==> src/uopc_pkg.sv <==
// Package with register map, field positions and reset values for the USB OTG power control block.
package uopc_pkg;
  // Register byte addresses on the APB bus.
  localparam logic [3:0] UOPC_ADDR_OTGCON = 4'h0;
  localparam logic [3:0] UOPC_ADDR_PWRC = 4'h4;
  localparam logic [3:0] UOPC_ADDR_IRQF = 4'h8;
  localparam logic [3:0] UOPC_ADDR_HWPULL = 4'hC;
  // Implemented field width of the control, power and flag registers.
  localparam int UOPC_REG_W = 8;
  // Line and VBUS control field positions.
  localparam int UOPC_DPPU_BIT = 7;
  localparam int UOPC_DMPU_BIT = 6;
  localparam int UOPC_DPPD_BIT = 5;
  localparam int UOPC_DMPD_BIT = 4;
  localparam int UOPC_VBON_BIT = 3;
  localparam int UOPC_SWOWN_BIT = 2;
  localparam int UOPC_VBCHG_BIT = 1;
  localparam int UOPC_VBDIS_BIT = 0;
  // Power control field positions.
  localparam int UOPC_ACTP_BIT = 7;
  localparam int UOPC_SLPG_BIT = 4;
  localparam int UOPC_BUSY_BIT = 3;
  localparam int UOPC_SUSP_BIT = 1;
  localparam int UOPC_OPEN_BIT = 0;
  // Interrupt flag positions.
  localparam int UOPC_ERRF_BIT = 1;
  localparam int UOPC_TOKF_BIT = 3;
  // Writable masks and reset values.
  localparam logic [7:0] UOPC_PWRC_WMASK = 8'h13;
  localparam logic [7:0] UOPC_IRQF_CMASK = 8'hFD;
  localparam logic [7:0] UOPC_RESET_VAL = 8'h00;
  // Cycles the module stays busy after it is switched off.
  localparam int UOPC_SHUTDOWN_CYC = 8;
endpackage

==> src/uopc_top.sv <==
// USB OTG line, VBUS and power control block with APB register access.
// Summary of operation
// - Control bits 7 and 6 enable the D+ and D- pull-ups.
// - Control bits 5 and 4 enable the D+ and D- pull-downs.
// - Bit 2 high gives software the pull enables, low gives hardware.
// - Control bit 3 drives the VBUS power-on output.
// - Control bit 1 enables VBUS charging through a pull-up.
// - Control bit 0 enables VBUS discharging through a pull-down.
// - Bits 31 to 8 read zero; implemented bits reset to zero.
// - Power bit 7 shows activity seen but its interrupt not yet raised.
// - Power bit 4 blocks sleep on activity or pending notice.
// - Power bit 3 shows busy while on or not yet ready.
// - Power bit 1 gates the USB clock and idles the transceiver.
// - Power bit 0 off holds line and VBUS outputs inactive and releases pins.
// - Error summary flag is read-only; other seven flags are clearable.
// - Hardware sets flags; writing one clears a flag.
// - Flag bit 0 marks bus reset in device or detach in host mode.
// - Clearing token-complete advances the status FIFO.
// - Error summary sets only from enabled error conditions.
`timescale 1ns/100ps
module uopc_top
  import uopc_pkg::*;
(
  // APB clock and reset.
  input wire logic pclk,
  input wire logic presetn,
  // APB slave.
  input wire logic psel,
  input wire logic penable,
  input wire logic pwrite,
  input wire logic [31:0] paddr,
  input wire logic [31:0] pwdata,
  output logic [31:0] prdata,
  output logic pready,
  output logic pslverr,
  // Hardware controller inputs.
  input wire logic [3:0] hw_pull_enable,
  input wire logic bus_activity,
  input wire logic activity_irq_raised,
  input wire logic host_mode,
  input wire logic [7:0] flag_events,
  input wire logic [7:0] error_conditions,
  input wire logic [7:0] error_interrupt_enable_register,
  // Line and power outputs.
  output logic dplus_pullup_enable,
  output logic dminus_pullup_enable,
  output logic dplus_pulldown_enable,
  output logic dminus_pulldown_enable,
  output logic vbus_power_on,
  output logic vbus_charge_enable,
  output logic vbus_discharge_enable,
  output logic usb_clock_gate,
  output logic xcvr_low_power,
  output logic pins_owned,
  output logic sleep_block,
  output logic status_fifo_advance
);
  logic [7:0] otgcon_r;
  logic [7:0] pwrc_r;
  logic activity_pending_r;
  logic [7:0] flags;
  logic [7:0] flag_clr;
  logic [7:0] flag_set;
  logic [7:0] pull_sel;
  logic [31:0] rdata_nxt;
  logic module_busy;
  logic wr_acc;
  logic rd_acc;
  logic addr_ok;

  ////////////////////////////////////////////////////////////////////////////
  // Bus decode: every access completes in its first access cycle.
  assign pready = 1'b1;
  assign addr_ok = (paddr[31:4] == 28'h0000000) && (paddr[1:0] == 2'b00);
  assign pslverr = psel && penable && !addr_ok;
  assign wr_acc = psel && penable && pwrite && addr_ok;
  assign rd_acc = psel && !penable && !pwrite;

  // Control register; all bits software-writable.
  always_ff @(posedge pclk or negedge presetn) begin
    if (!presetn) begin
      otgcon_r <= UOPC_RESET_VAL;
    end else if (wr_acc && paddr[3:0] == UOPC_ADDR_OTGCON) begin
      otgcon_r <= pwdata[7:0];
    end
  end

  // Power register; the read-only busy and pending bits are never stored.
  always_ff @(posedge pclk or negedge presetn) begin
    if (!presetn) begin
      pwrc_r <= UOPC_RESET_VAL;
    end else if (wr_acc && paddr[3:0] == UOPC_ADDR_PWRC) begin
      pwrc_r <= pwdata[7:0] & UOPC_PWRC_WMASK;
    end
  end

  // Activity pending: set on activity while switched on, cleared once the interrupt has been raised.
  always_ff @(posedge pclk or negedge presetn) begin
    if (!presetn) begin
      activity_pending_r <= 1'b0;
    end else if (activity_irq_raised) begin
      activity_pending_r <= 1'b0;
    end else if (bus_activity && pwrc_r[UOPC_OPEN_BIT]) begin
      activity_pending_r <= 1'b1;
    end
  end

  ////////////////////////////////////////////////////////////////////////////
  // Busy tracker.
  uopc_shutdown #(.CYCLES(UOPC_SHUTDOWN_CYC)) u_shutdown (
    .pclk(pclk),
    .presetn(presetn),
    .enable_i(pwrc_r[UOPC_OPEN_BIT]),
    .busy_r(module_busy)
  );

  // Flag set and clear terms; the error summary takes only enabled errors.
  always_comb begin
    flag_set = flag_events & UOPC_IRQF_CMASK;
    flag_set[UOPC_ERRF_BIT] = |(error_conditions & error_interrupt_enable_register);
    flag_clr = (wr_acc && paddr[3:0] == UOPC_ADDR_IRQF) ?
      (pwdata[7:0] & UOPC_IRQF_CMASK) : 8'h00;
    flag_clr[UOPC_ERRF_BIT] = !flag_set[UOPC_ERRF_BIT];
  end

  // Eight flag bits; the summary bit simply mirrors live enabled errors.
  for (genvar i = 0; i < UOPC_REG_W; i++) begin : g_flag
    uopc_flag u_flag (
      .pclk(pclk),
      .presetn(presetn),
      .set_i(flag_set[i]),
      .clr_i(flag_clr[i]),
      .flag_r(flags[i])
    );
  end

  // Token-complete clear pulses the FIFO advance for one cycle.
  always_ff @(posedge pclk or negedge presetn) begin
    if (!presetn) begin
      status_fifo_advance <= 1'b0;
    end else begin
      status_fifo_advance <= flag_clr[UOPC_TOKF_BIT] && flags[UOPC_TOKF_BIT];
    end
  end

  ////////////////////////////////////////////////////////////////////////////
  // Read data: captured in setup so it is stable through the access phase.
  always_comb begin
    rdata_nxt = 32'h00000000;
    unique case (paddr[3:0])
      UOPC_ADDR_OTGCON: rdata_nxt[7:0] = otgcon_r;
      UOPC_ADDR_PWRC: begin
        rdata_nxt[7:0] = pwrc_r;
        rdata_nxt[UOPC_ACTP_BIT] = activity_pending_r;
        rdata_nxt[UOPC_BUSY_BIT] = module_busy;
      end
      UOPC_ADDR_IRQF: rdata_nxt[7:0] = flags;
      UOPC_ADDR_HWPULL: rdata_nxt[3:0] = hw_pull_enable;
      default: rdata_nxt = 32'h00000000;
    endcase
    // The low nibble alone would alias an unmapped word onto a register.
    if (!addr_ok) begin
      rdata_nxt = 32'h00000000;
    end
  end

  always_ff @(posedge pclk or negedge presetn) begin
    if (!presetn) begin
      prdata <= 32'h00000000;
    end else if (rd_acc) begin
      prdata <= rdata_nxt;
    end
  end

  ////////////////////////////////////////////////////////////////////////////
  // Pull enables: software or hardware ownership, then held off when powered down.
  always_comb begin
    if (otgcon_r[UOPC_SWOWN_BIT]) begin
      pull_sel[7:4] = otgcon_r[7:4];
    end else begin
      pull_sel[7:4] = hw_pull_enable;
    end
    pull_sel[3:0] = otgcon_r[3:0];
    if (!pwrc_r[UOPC_OPEN_BIT]) begin
      pull_sel = 8'h00;
    end
  end

  // Output flops keep the pin controls glitch-free.
  always_ff @(posedge pclk or negedge presetn) begin
    if (!presetn) begin
      dplus_pullup_enable <= 1'b0;
      dminus_pullup_enable <= 1'b0;
      dplus_pulldown_enable <= 1'b0;
      dminus_pulldown_enable <= 1'b0;
      vbus_power_on <= 1'b0;
      vbus_charge_enable <= 1'b0;
      vbus_discharge_enable <= 1'b0;
    end else begin
      dplus_pullup_enable <= pull_sel[UOPC_DPPU_BIT];
      dminus_pullup_enable <= pull_sel[UOPC_DMPU_BIT];
      dplus_pulldown_enable <= pull_sel[UOPC_DPPD_BIT];
      dminus_pulldown_enable <= pull_sel[UOPC_DMPD_BIT];
      vbus_power_on <= pull_sel[UOPC_VBON_BIT];
      vbus_charge_enable <= pull_sel[UOPC_VBCHG_BIT];
      vbus_discharge_enable <= pull_sel[UOPC_VBDIS_BIT];
    end
  end

  // Suspend, pin ownership and sleep guard.
  always_ff @(posedge pclk or negedge presetn) begin
    if (!presetn) begin
      usb_clock_gate <= 1'b0;
      xcvr_low_power <= 1'b0;
      pins_owned <= 1'b0;
      sleep_block <= 1'b0;
    end else begin
      usb_clock_gate <= pwrc_r[UOPC_SUSP_BIT] || !pwrc_r[UOPC_OPEN_BIT];
      xcvr_low_power <= pwrc_r[UOPC_SUSP_BIT] || !pwrc_r[UOPC_OPEN_BIT];
      pins_owned <= pwrc_r[UOPC_OPEN_BIT];
      sleep_block <= pwrc_r[UOPC_SLPG_BIT] &&
        (bus_activity || activity_pending_r);
    end
  end

  ////////////////////////////////////////////////////////////////////////////
  // Checks.
  chk_pullup_follow: assert property (@(posedge pclk) disable iff (!presetn)
    otgcon_r[UOPC_SWOWN_BIT] && pwrc_r[UOPC_OPEN_BIT] |=> dplus_pullup_enable ==
      $past(otgcon_r[UOPC_DPPU_BIT]))
    else $error("D+ pull-up does not follow control.");
  chk_pulldown_follow: assert property (@(posedge pclk) disable iff (!presetn)
    otgcon_r[UOPC_SWOWN_BIT] && pwrc_r[UOPC_OPEN_BIT] |=> dminus_pulldown_enable ==
      $past(otgcon_r[UOPC_DMPD_BIT]))
    else $error("D- pull-down does not follow control.");
  chk_hw_owner: assert property (@(posedge pclk) disable iff (!presetn)
    !otgcon_r[UOPC_SWOWN_BIT] && pwrc_r[UOPC_OPEN_BIT] |=> dminus_pullup_enable ==
      $past(hw_pull_enable[2]))
    else $error("Hardware pull ownership not honoured.");
  chk_vbus_on: assert property (@(posedge pclk) disable iff (!presetn)
    pwrc_r[UOPC_OPEN_BIT] && $past(pwrc_r[UOPC_OPEN_BIT]) |->
      vbus_power_on == $past(otgcon_r[UOPC_VBON_BIT]))
    else $error("VBUS power-on mismatch.");
  chk_off_inactive: assert property (@(posedge pclk) disable iff (!presetn)
    !pwrc_r[UOPC_OPEN_BIT] |=> !vbus_charge_enable && !vbus_discharge_enable && !pins_owned)
    else $error("Outputs active while switched off.");
  chk_suspend_gate: assert property (@(posedge pclk) disable iff (!presetn)
    pwrc_r[UOPC_SUSP_BIT] |=> usb_clock_gate && xcvr_low_power)
    else $error("Suspend did not gate clock.");
  chk_sleep_guard: assert property (@(posedge pclk) disable iff (!presetn)
    !pwrc_r[UOPC_SLPG_BIT] |=> !sleep_block)
    else $error("Sleep blocked with guard off.");
  chk_upper_zero: assert property (@(posedge pclk) disable iff (!presetn)
    prdata[31:8] == 24'h000000)
    else $error("Unimplemented bits read nonzero.");
  chk_fifo_advance: assert property (@(posedge pclk) disable iff (!presetn)
    flag_clr[UOPC_TOKF_BIT] && flags[UOPC_TOKF_BIT] |=> status_fifo_advance)
    else $error("FIFO not advanced on token clear.");
  chk_token_cleared: assert property (@(posedge pclk) disable iff (!presetn)
    status_fifo_advance |-> !flags[UOPC_TOKF_BIT] || $past(flag_set[UOPC_TOKF_BIT]))
    else $error("FIFO advanced but token flag still set.");
  chk_error_gate: assert property (@(posedge pclk) disable iff (!presetn)
    !(|(error_conditions & error_interrupt_enable_register)) |=> !flags[UOPC_ERRF_BIT])
    else $error("Error summary set without enabled error.");

  cov_sw_owner: cover property (@(posedge pclk) disable iff (!presetn)
    otgcon_r[UOPC_SWOWN_BIT] ##1 dplus_pullup_enable);
  cov_suspend: cover property (@(posedge pclk) disable iff (!presetn) usb_clock_gate);
  cov_flag_clear: cover property (@(posedge pclk) disable iff (!presetn)
    status_fifo_advance);
endmodule

==> src/uopc_flag.sv <==
// One hardware-set, write-one-to-clear interrupt flag bit.
`timescale 1ns/100ps
module uopc_flag
  import uopc_pkg::*;
(
  // Clock and reset.
  input wire logic pclk,
  input wire logic presetn,
  // Set and clear requests.
  input wire logic set_i,
  input wire logic clr_i,
  // Flag state.
  output logic flag_r
);
  // Set wins over a clear in the same cycle so no event is lost.
  always_ff @(posedge pclk or negedge presetn) begin
    if (!presetn) begin
      flag_r <= 1'b0;
    end else if (set_i) begin
      flag_r <= 1'b1;
    end else if (clr_i) begin
      flag_r <= 1'b0;
    end
  end
endmodule

==> src/uopc_shutdown.sv <==
// Busy tracker that models the settle time after the module is switched off.
`timescale 1ns/100ps
module uopc_shutdown
  import uopc_pkg::*;
#(
  parameter int CYCLES = UOPC_SHUTDOWN_CYC
)
(
  // Clock and reset.
  input wire logic pclk,
  input wire logic presetn,
  // Operation enable.
  input wire logic enable_i,
  // Busy indication.
  output logic busy_r
);
  logic [7:0] cnt_r;

  // Busy while on, then for CYCLES cycles after switch-off; re-enabling reloads the count at once.
  always_ff @(posedge pclk or negedge presetn) begin
    if (!presetn) begin
      cnt_r <= 8'h00;
      busy_r <= 1'b0;
    end else if (enable_i) begin
      cnt_r <= 8'(CYCLES);
      busy_r <= 1'b1;
    end else if (cnt_r != 8'h00) begin
      cnt_r <= cnt_r - 8'h01;
      busy_r <= 1'b1;
    end else begin
      busy_r <= 1'b0;
    end
  end

  chk_busy_after_off: assert property (@(posedge pclk) disable iff (!presetn)
    enable_i ##1 !enable_i |-> busy_r)
    else $error("Busy dropped right after switch-off.");
endmodule

==> config.mk <==
export PLATFORM = sky130hd
export DESIGN_NAME = uopc_top
export DESIGN_NICKNAME = d
export VERILOG_FILES = /design/src/uopc_pkg.sv /design/src/uopc_top.sv /design/src/uopc_flag.sv /design/src/uopc_shutdown.sv
export SDC_FILE = /design/constraint.sdc
export NUM_CORES = 1
export LEC_CHECK = 0
export ABC_AREA = 1
export BUFFER_PORTS_ARGS = -buffer_cell sky130_fd_sc_hd__buf_2
export CAP_MARGIN = 20
export CORE_MARGIN = 2
export CORE_UTILIZATION = 47
export CTS_BUF_LIST = sky130_fd_sc_hd__clkbuf_8
export DETAILED_ROUTE_END_ITERATION = 6
export MAX_ROUTING_LAYER = met4
export PLACE_DENSITY = 0.92
export SLEW_MARGIN = 0
export SYNTH_ARGS = -nofsm -noshare
export SYNTH_HDL_FRONTEND = slang
export SYNTH_SLANG_ARGS = --single-unit
==> constraint.sdc <==
create_clock -name pclk -period 3.5 [get_ports pclk]
set_input_delay 0.875 -clock pclk [delete_from_list [all_inputs] [get_ports pclk]]
set_output_delay 0.875 -clock pclk [all_outputs]
set_load 0.02 [all_outputs]
==> summary.md <==
The leakage dissipation was 0.001788 µW; the final routed wire length divided by cell count was 11.39 µm. The pre-antenna-repair detailed-routing pass consisted of 4 iterations. The first global-routing pass estimated 8997 µm of wire. The final max-slew violation count was 0; the maximum root-to-sink buffer count was 2. Clock tree synthesis inserted a total of 5 buffers. The clock period could shrink to 2.588 ns. The share of cells above drive strength 1 was 0.3036. Across the VDD grid, the largest voltage drop is 0.1613 mV. Dividing the synthesized area by the synthesized cell count gives 8.030 µm². For the sequential share of the synthesized area, the log shows 0.4660.

The tools report the post-placement cell area as 2998 µm². The remaining antenna violation count after routing is 0. The tools report the top achievable clock speed as 0.3865 GHz. Setup violations remaining at the end of the flow were counted as 0. The run finished with clean final reports. The tree built by TritonCTS fans out to 48 sinks. The floorplan die width is 78.06 µm. The clock-pin transition on the worst setup and hold timing paths is 0.08 ns.

After clock tree synthesis, the flow added hold-fix buffers numbering 0. The period utilization works out to 0.7393. The launching element type of the critical path was a primary input.

The worst setup path is of the primary input to output port kind. The final-report hold violation count is 0, and the total via count after detailed routing is 2,322. The via count normalized by instance count was 4.788.

The layout overhead on the synthesized area was 20.10%; the reported max-cap violation count was 0. The summed negative setup slack over all endpoints came out at 0 ns. The repair_antennas step left the layout with diodes totalling 0. The net count of the finished layout is 517. Counting flops and latches in the post-synthesis netlist gives 48.

The tools report the die footprint as 6093 µm². The synthesized design contains 0 enable-type register cells. The count of buffers inserted at the top-level ports is 94. The power density relative to cell area came out at 313.0 nW/µm². The worst hold path belongs to the class primary input to asynchronous set/reset pin. The tools report the type of destination of the critical path as an output port.

Summed over all nets, the half-perimeter wirelength after detailed placement is 4326 µm. Setup repair after global routing left no endpoint under its margin. Data on the critical path is required at its endpoint by 2.62 ns. The slew at the pin closest to its max-slew limit came out at 0.5755 ns. Yosys printed 0 warnings. The total detailed-routing wirelength came out at 5523 µm.

Cell chosen for the clock root: clkbuf_8. After synthesis the cells add up to 2577 µm². In this run, distinct cell masters in the synthesized netlist total 34. The run gives 0.6163 as the worst slew slack as a fraction of its limit. The detailed-route DRC error count is 0.

The fraction of registers with async set or reset after synthesis is 1.000. TritonCTS built the clock tree. The tools report the number of DRC markers in iteration 0 as 180. In this run the number of H-tree levels came out at 2. Clock latency on the worst-skew pair, taken at its later pin, is 0.30 ns. The y dimension of the die was 78.06 µm.

The finished cells cover 3095 µm². The congestion estimate from routability-driven global placement came to 0.8495. For the gate count of the mapped netlist, the log shows 321.

The number of antenna violations at the first check in global routing is 0. For this run, the leading register cell type out of synthesis is dfrtp_1. In this run the standard cell core region covers 5205 µm². Post-CTS timing repair inserted 0 buffers for setup.

The initial core utilization came out at 0.4952. The number of placement rows is 26. The global-route congestion overflow total was 0; the arrival time of the worst setup path was 1.71 ns.

In this run the worst path has a maximum fanout of 3. Pin placement for this block handled 146 I/O pins. Entering global routing, the biggest net connects 49 pins. The tools report the via count of the first global-routing pass as 2,089. Once the clock tree was built, the resizer swapped 0 gates to a different size. The clock skew came out at 0.005241 ns.

The tools report the total global-route track usage as 0.1913.
stage by stage:
stage	total power [µW]	util	hold slack, ns	instances	worst slack [ns]
after floorplan	636.7	-	0.3519	344	0.9778
after global placement	672.0	0.5760	0.4569	477	0.9234
final	969.0	0.5947	0.4059	485	0.9124
after global routing	1010	0.5947	0.3920	485	0.8283
after CTS	974.9	0.5909	0.4852	484	0.9073
after detailed placement	674.0	0.5760	0.4644	477	0.9103
cell usage after synthesis, types with 2 or more instances:
cell type / count / area (µm²)
inv_1: 36 / 135.1
conb_1: 2 / 7.510
a21oi_1: 6 / 30.03
nor2_4: 2 / 22.52
clkbuf_1: 2 / 7.510
nand2_1: 87 / 326.6
buf_2: 2 / 10.01
nor3_2: 3 / 30.03
o21ai_0: 9 / 45.04
nor2_2: 2 / 12.51
ha_1: 2 / 25.02
buf_4: 27 / 202.7
a221oi_1: 2 / 17.52
o21ai_1: 5 / 25.02
nand3_1: 14 / 70.07
o21ai_2: 8 / 70.07
nand4_1: 9 / 56.30
nor2_1: 33 / 123.9
inv_2: 5 / 18.77
nor3_1: 4 / 20.02
dfrtp_1: 48 / 1201
metal layers:
metal / part of all wire / vias to the layer above / global-route usage
li1: - / 1149 / -
met1: 0.41 / 1042 / 0.2255
met2: 0.48 / 120 / 0.3190
met3: 0.090 / 11 / 0.04713
met4: 0.024 / 0 / 0.07193
met5: 0 / - / -
worst max-delay path, stage by stage:
cell and delay, ns:
buf_2 0.11, nor2_4 0.12, inv_2 0.06, nor2_2 0.11
nand2_2 0.08, nor2_4 0.15, nor2_1 0.05, buf_2 0.15
power breakdown:
group	switching, µW	internal [µW]	leakage [µW]
sequential	0.369	555	0.000625
clock	170	133	0.0000452
combinational	70.0	41.0	0.00112
sequential cells by signal, indices dropped and copies added, names as in the netlist:
name	count
activity_pending_r	1
dminus_pulldown_enable	1
dminus_pullup_enable	1
dplus_pulldown_enable	1
dplus_pullup_enable	1
g_flag.u_flag.flag_r	8
otgcon_r	8
pins_owned	1
prdata	8
pwrc_r	3
sleep_block	1
status_fifo_advance	1
u_shutdown.busy_r	1
u_shutdown.cnt_r	8
vbus_charge_enable	1
vbus_discharge_enable	1
vbus_power_on	1
xcvr_low_power	1
layout make-up:
type                       instances  area [µm²]
timing repair buffer              96       498.0
sequential                        48        1201
multi-input combinational        223        1077
clock inverter                     2       8.758
fill                             502        2110
tap                               70       87.58
clock buffer                       5       68.82
inverter                          41       153.9
cells in the final DEF (no fill, tap or decap), drive strengths merged, types with 2 or more instances in the layout:
master / instances
o21ai: 22
ha: 2
nand2: 88
conb: 25
a21oi: 6
a221oi: 2
inv: 42
clkbuf: 5
nor2: 37
buf: 96
nor3: 8
nand4: 9
dfrtp: 48
nand3: 15
path summary, 6_finish.rpt:
kind | startpoint | to | slack, ns | depth (start not counted)
worst max-delay path | paddr[1] | pslverr | 0.91 | 8
worst min-delay path | presetn | u_shutdown.cnt_r[4] | 0.41 | 1
worst max register to register | u_shutdown.cnt_r[0] | u_shutdown.cnt_r[0] | 1.95 | 8
worst min register to register | g_flag[7].u_flag.flag_r | g_flag[7].u_flag.flag_r | 0.48 | 2
max in group asynchronous | presetn | u_shutdown.cnt_r[3] | 2.64 | 2
min in group pclk | g_flag[7].u_flag.flag_r | g_flag[7].u_flag.flag_r | 0.48 | 2
kinds of logic after synthesis:
group | count (synthesis) | synth area share
buffers and inverters | 73 | 0.1495
AOI/OAI and AO/OA | 34 | 0.08544
and+or+nand+nor | 160 | 0.2796
other | 2 | 0.002914
xor gates and xnor gates | 2 | 0.006797
DFF | 48 | 0.4660
adders and majority gates | 2 | 0.009707
Note: power is estimated with default switching activity, not from simulation.
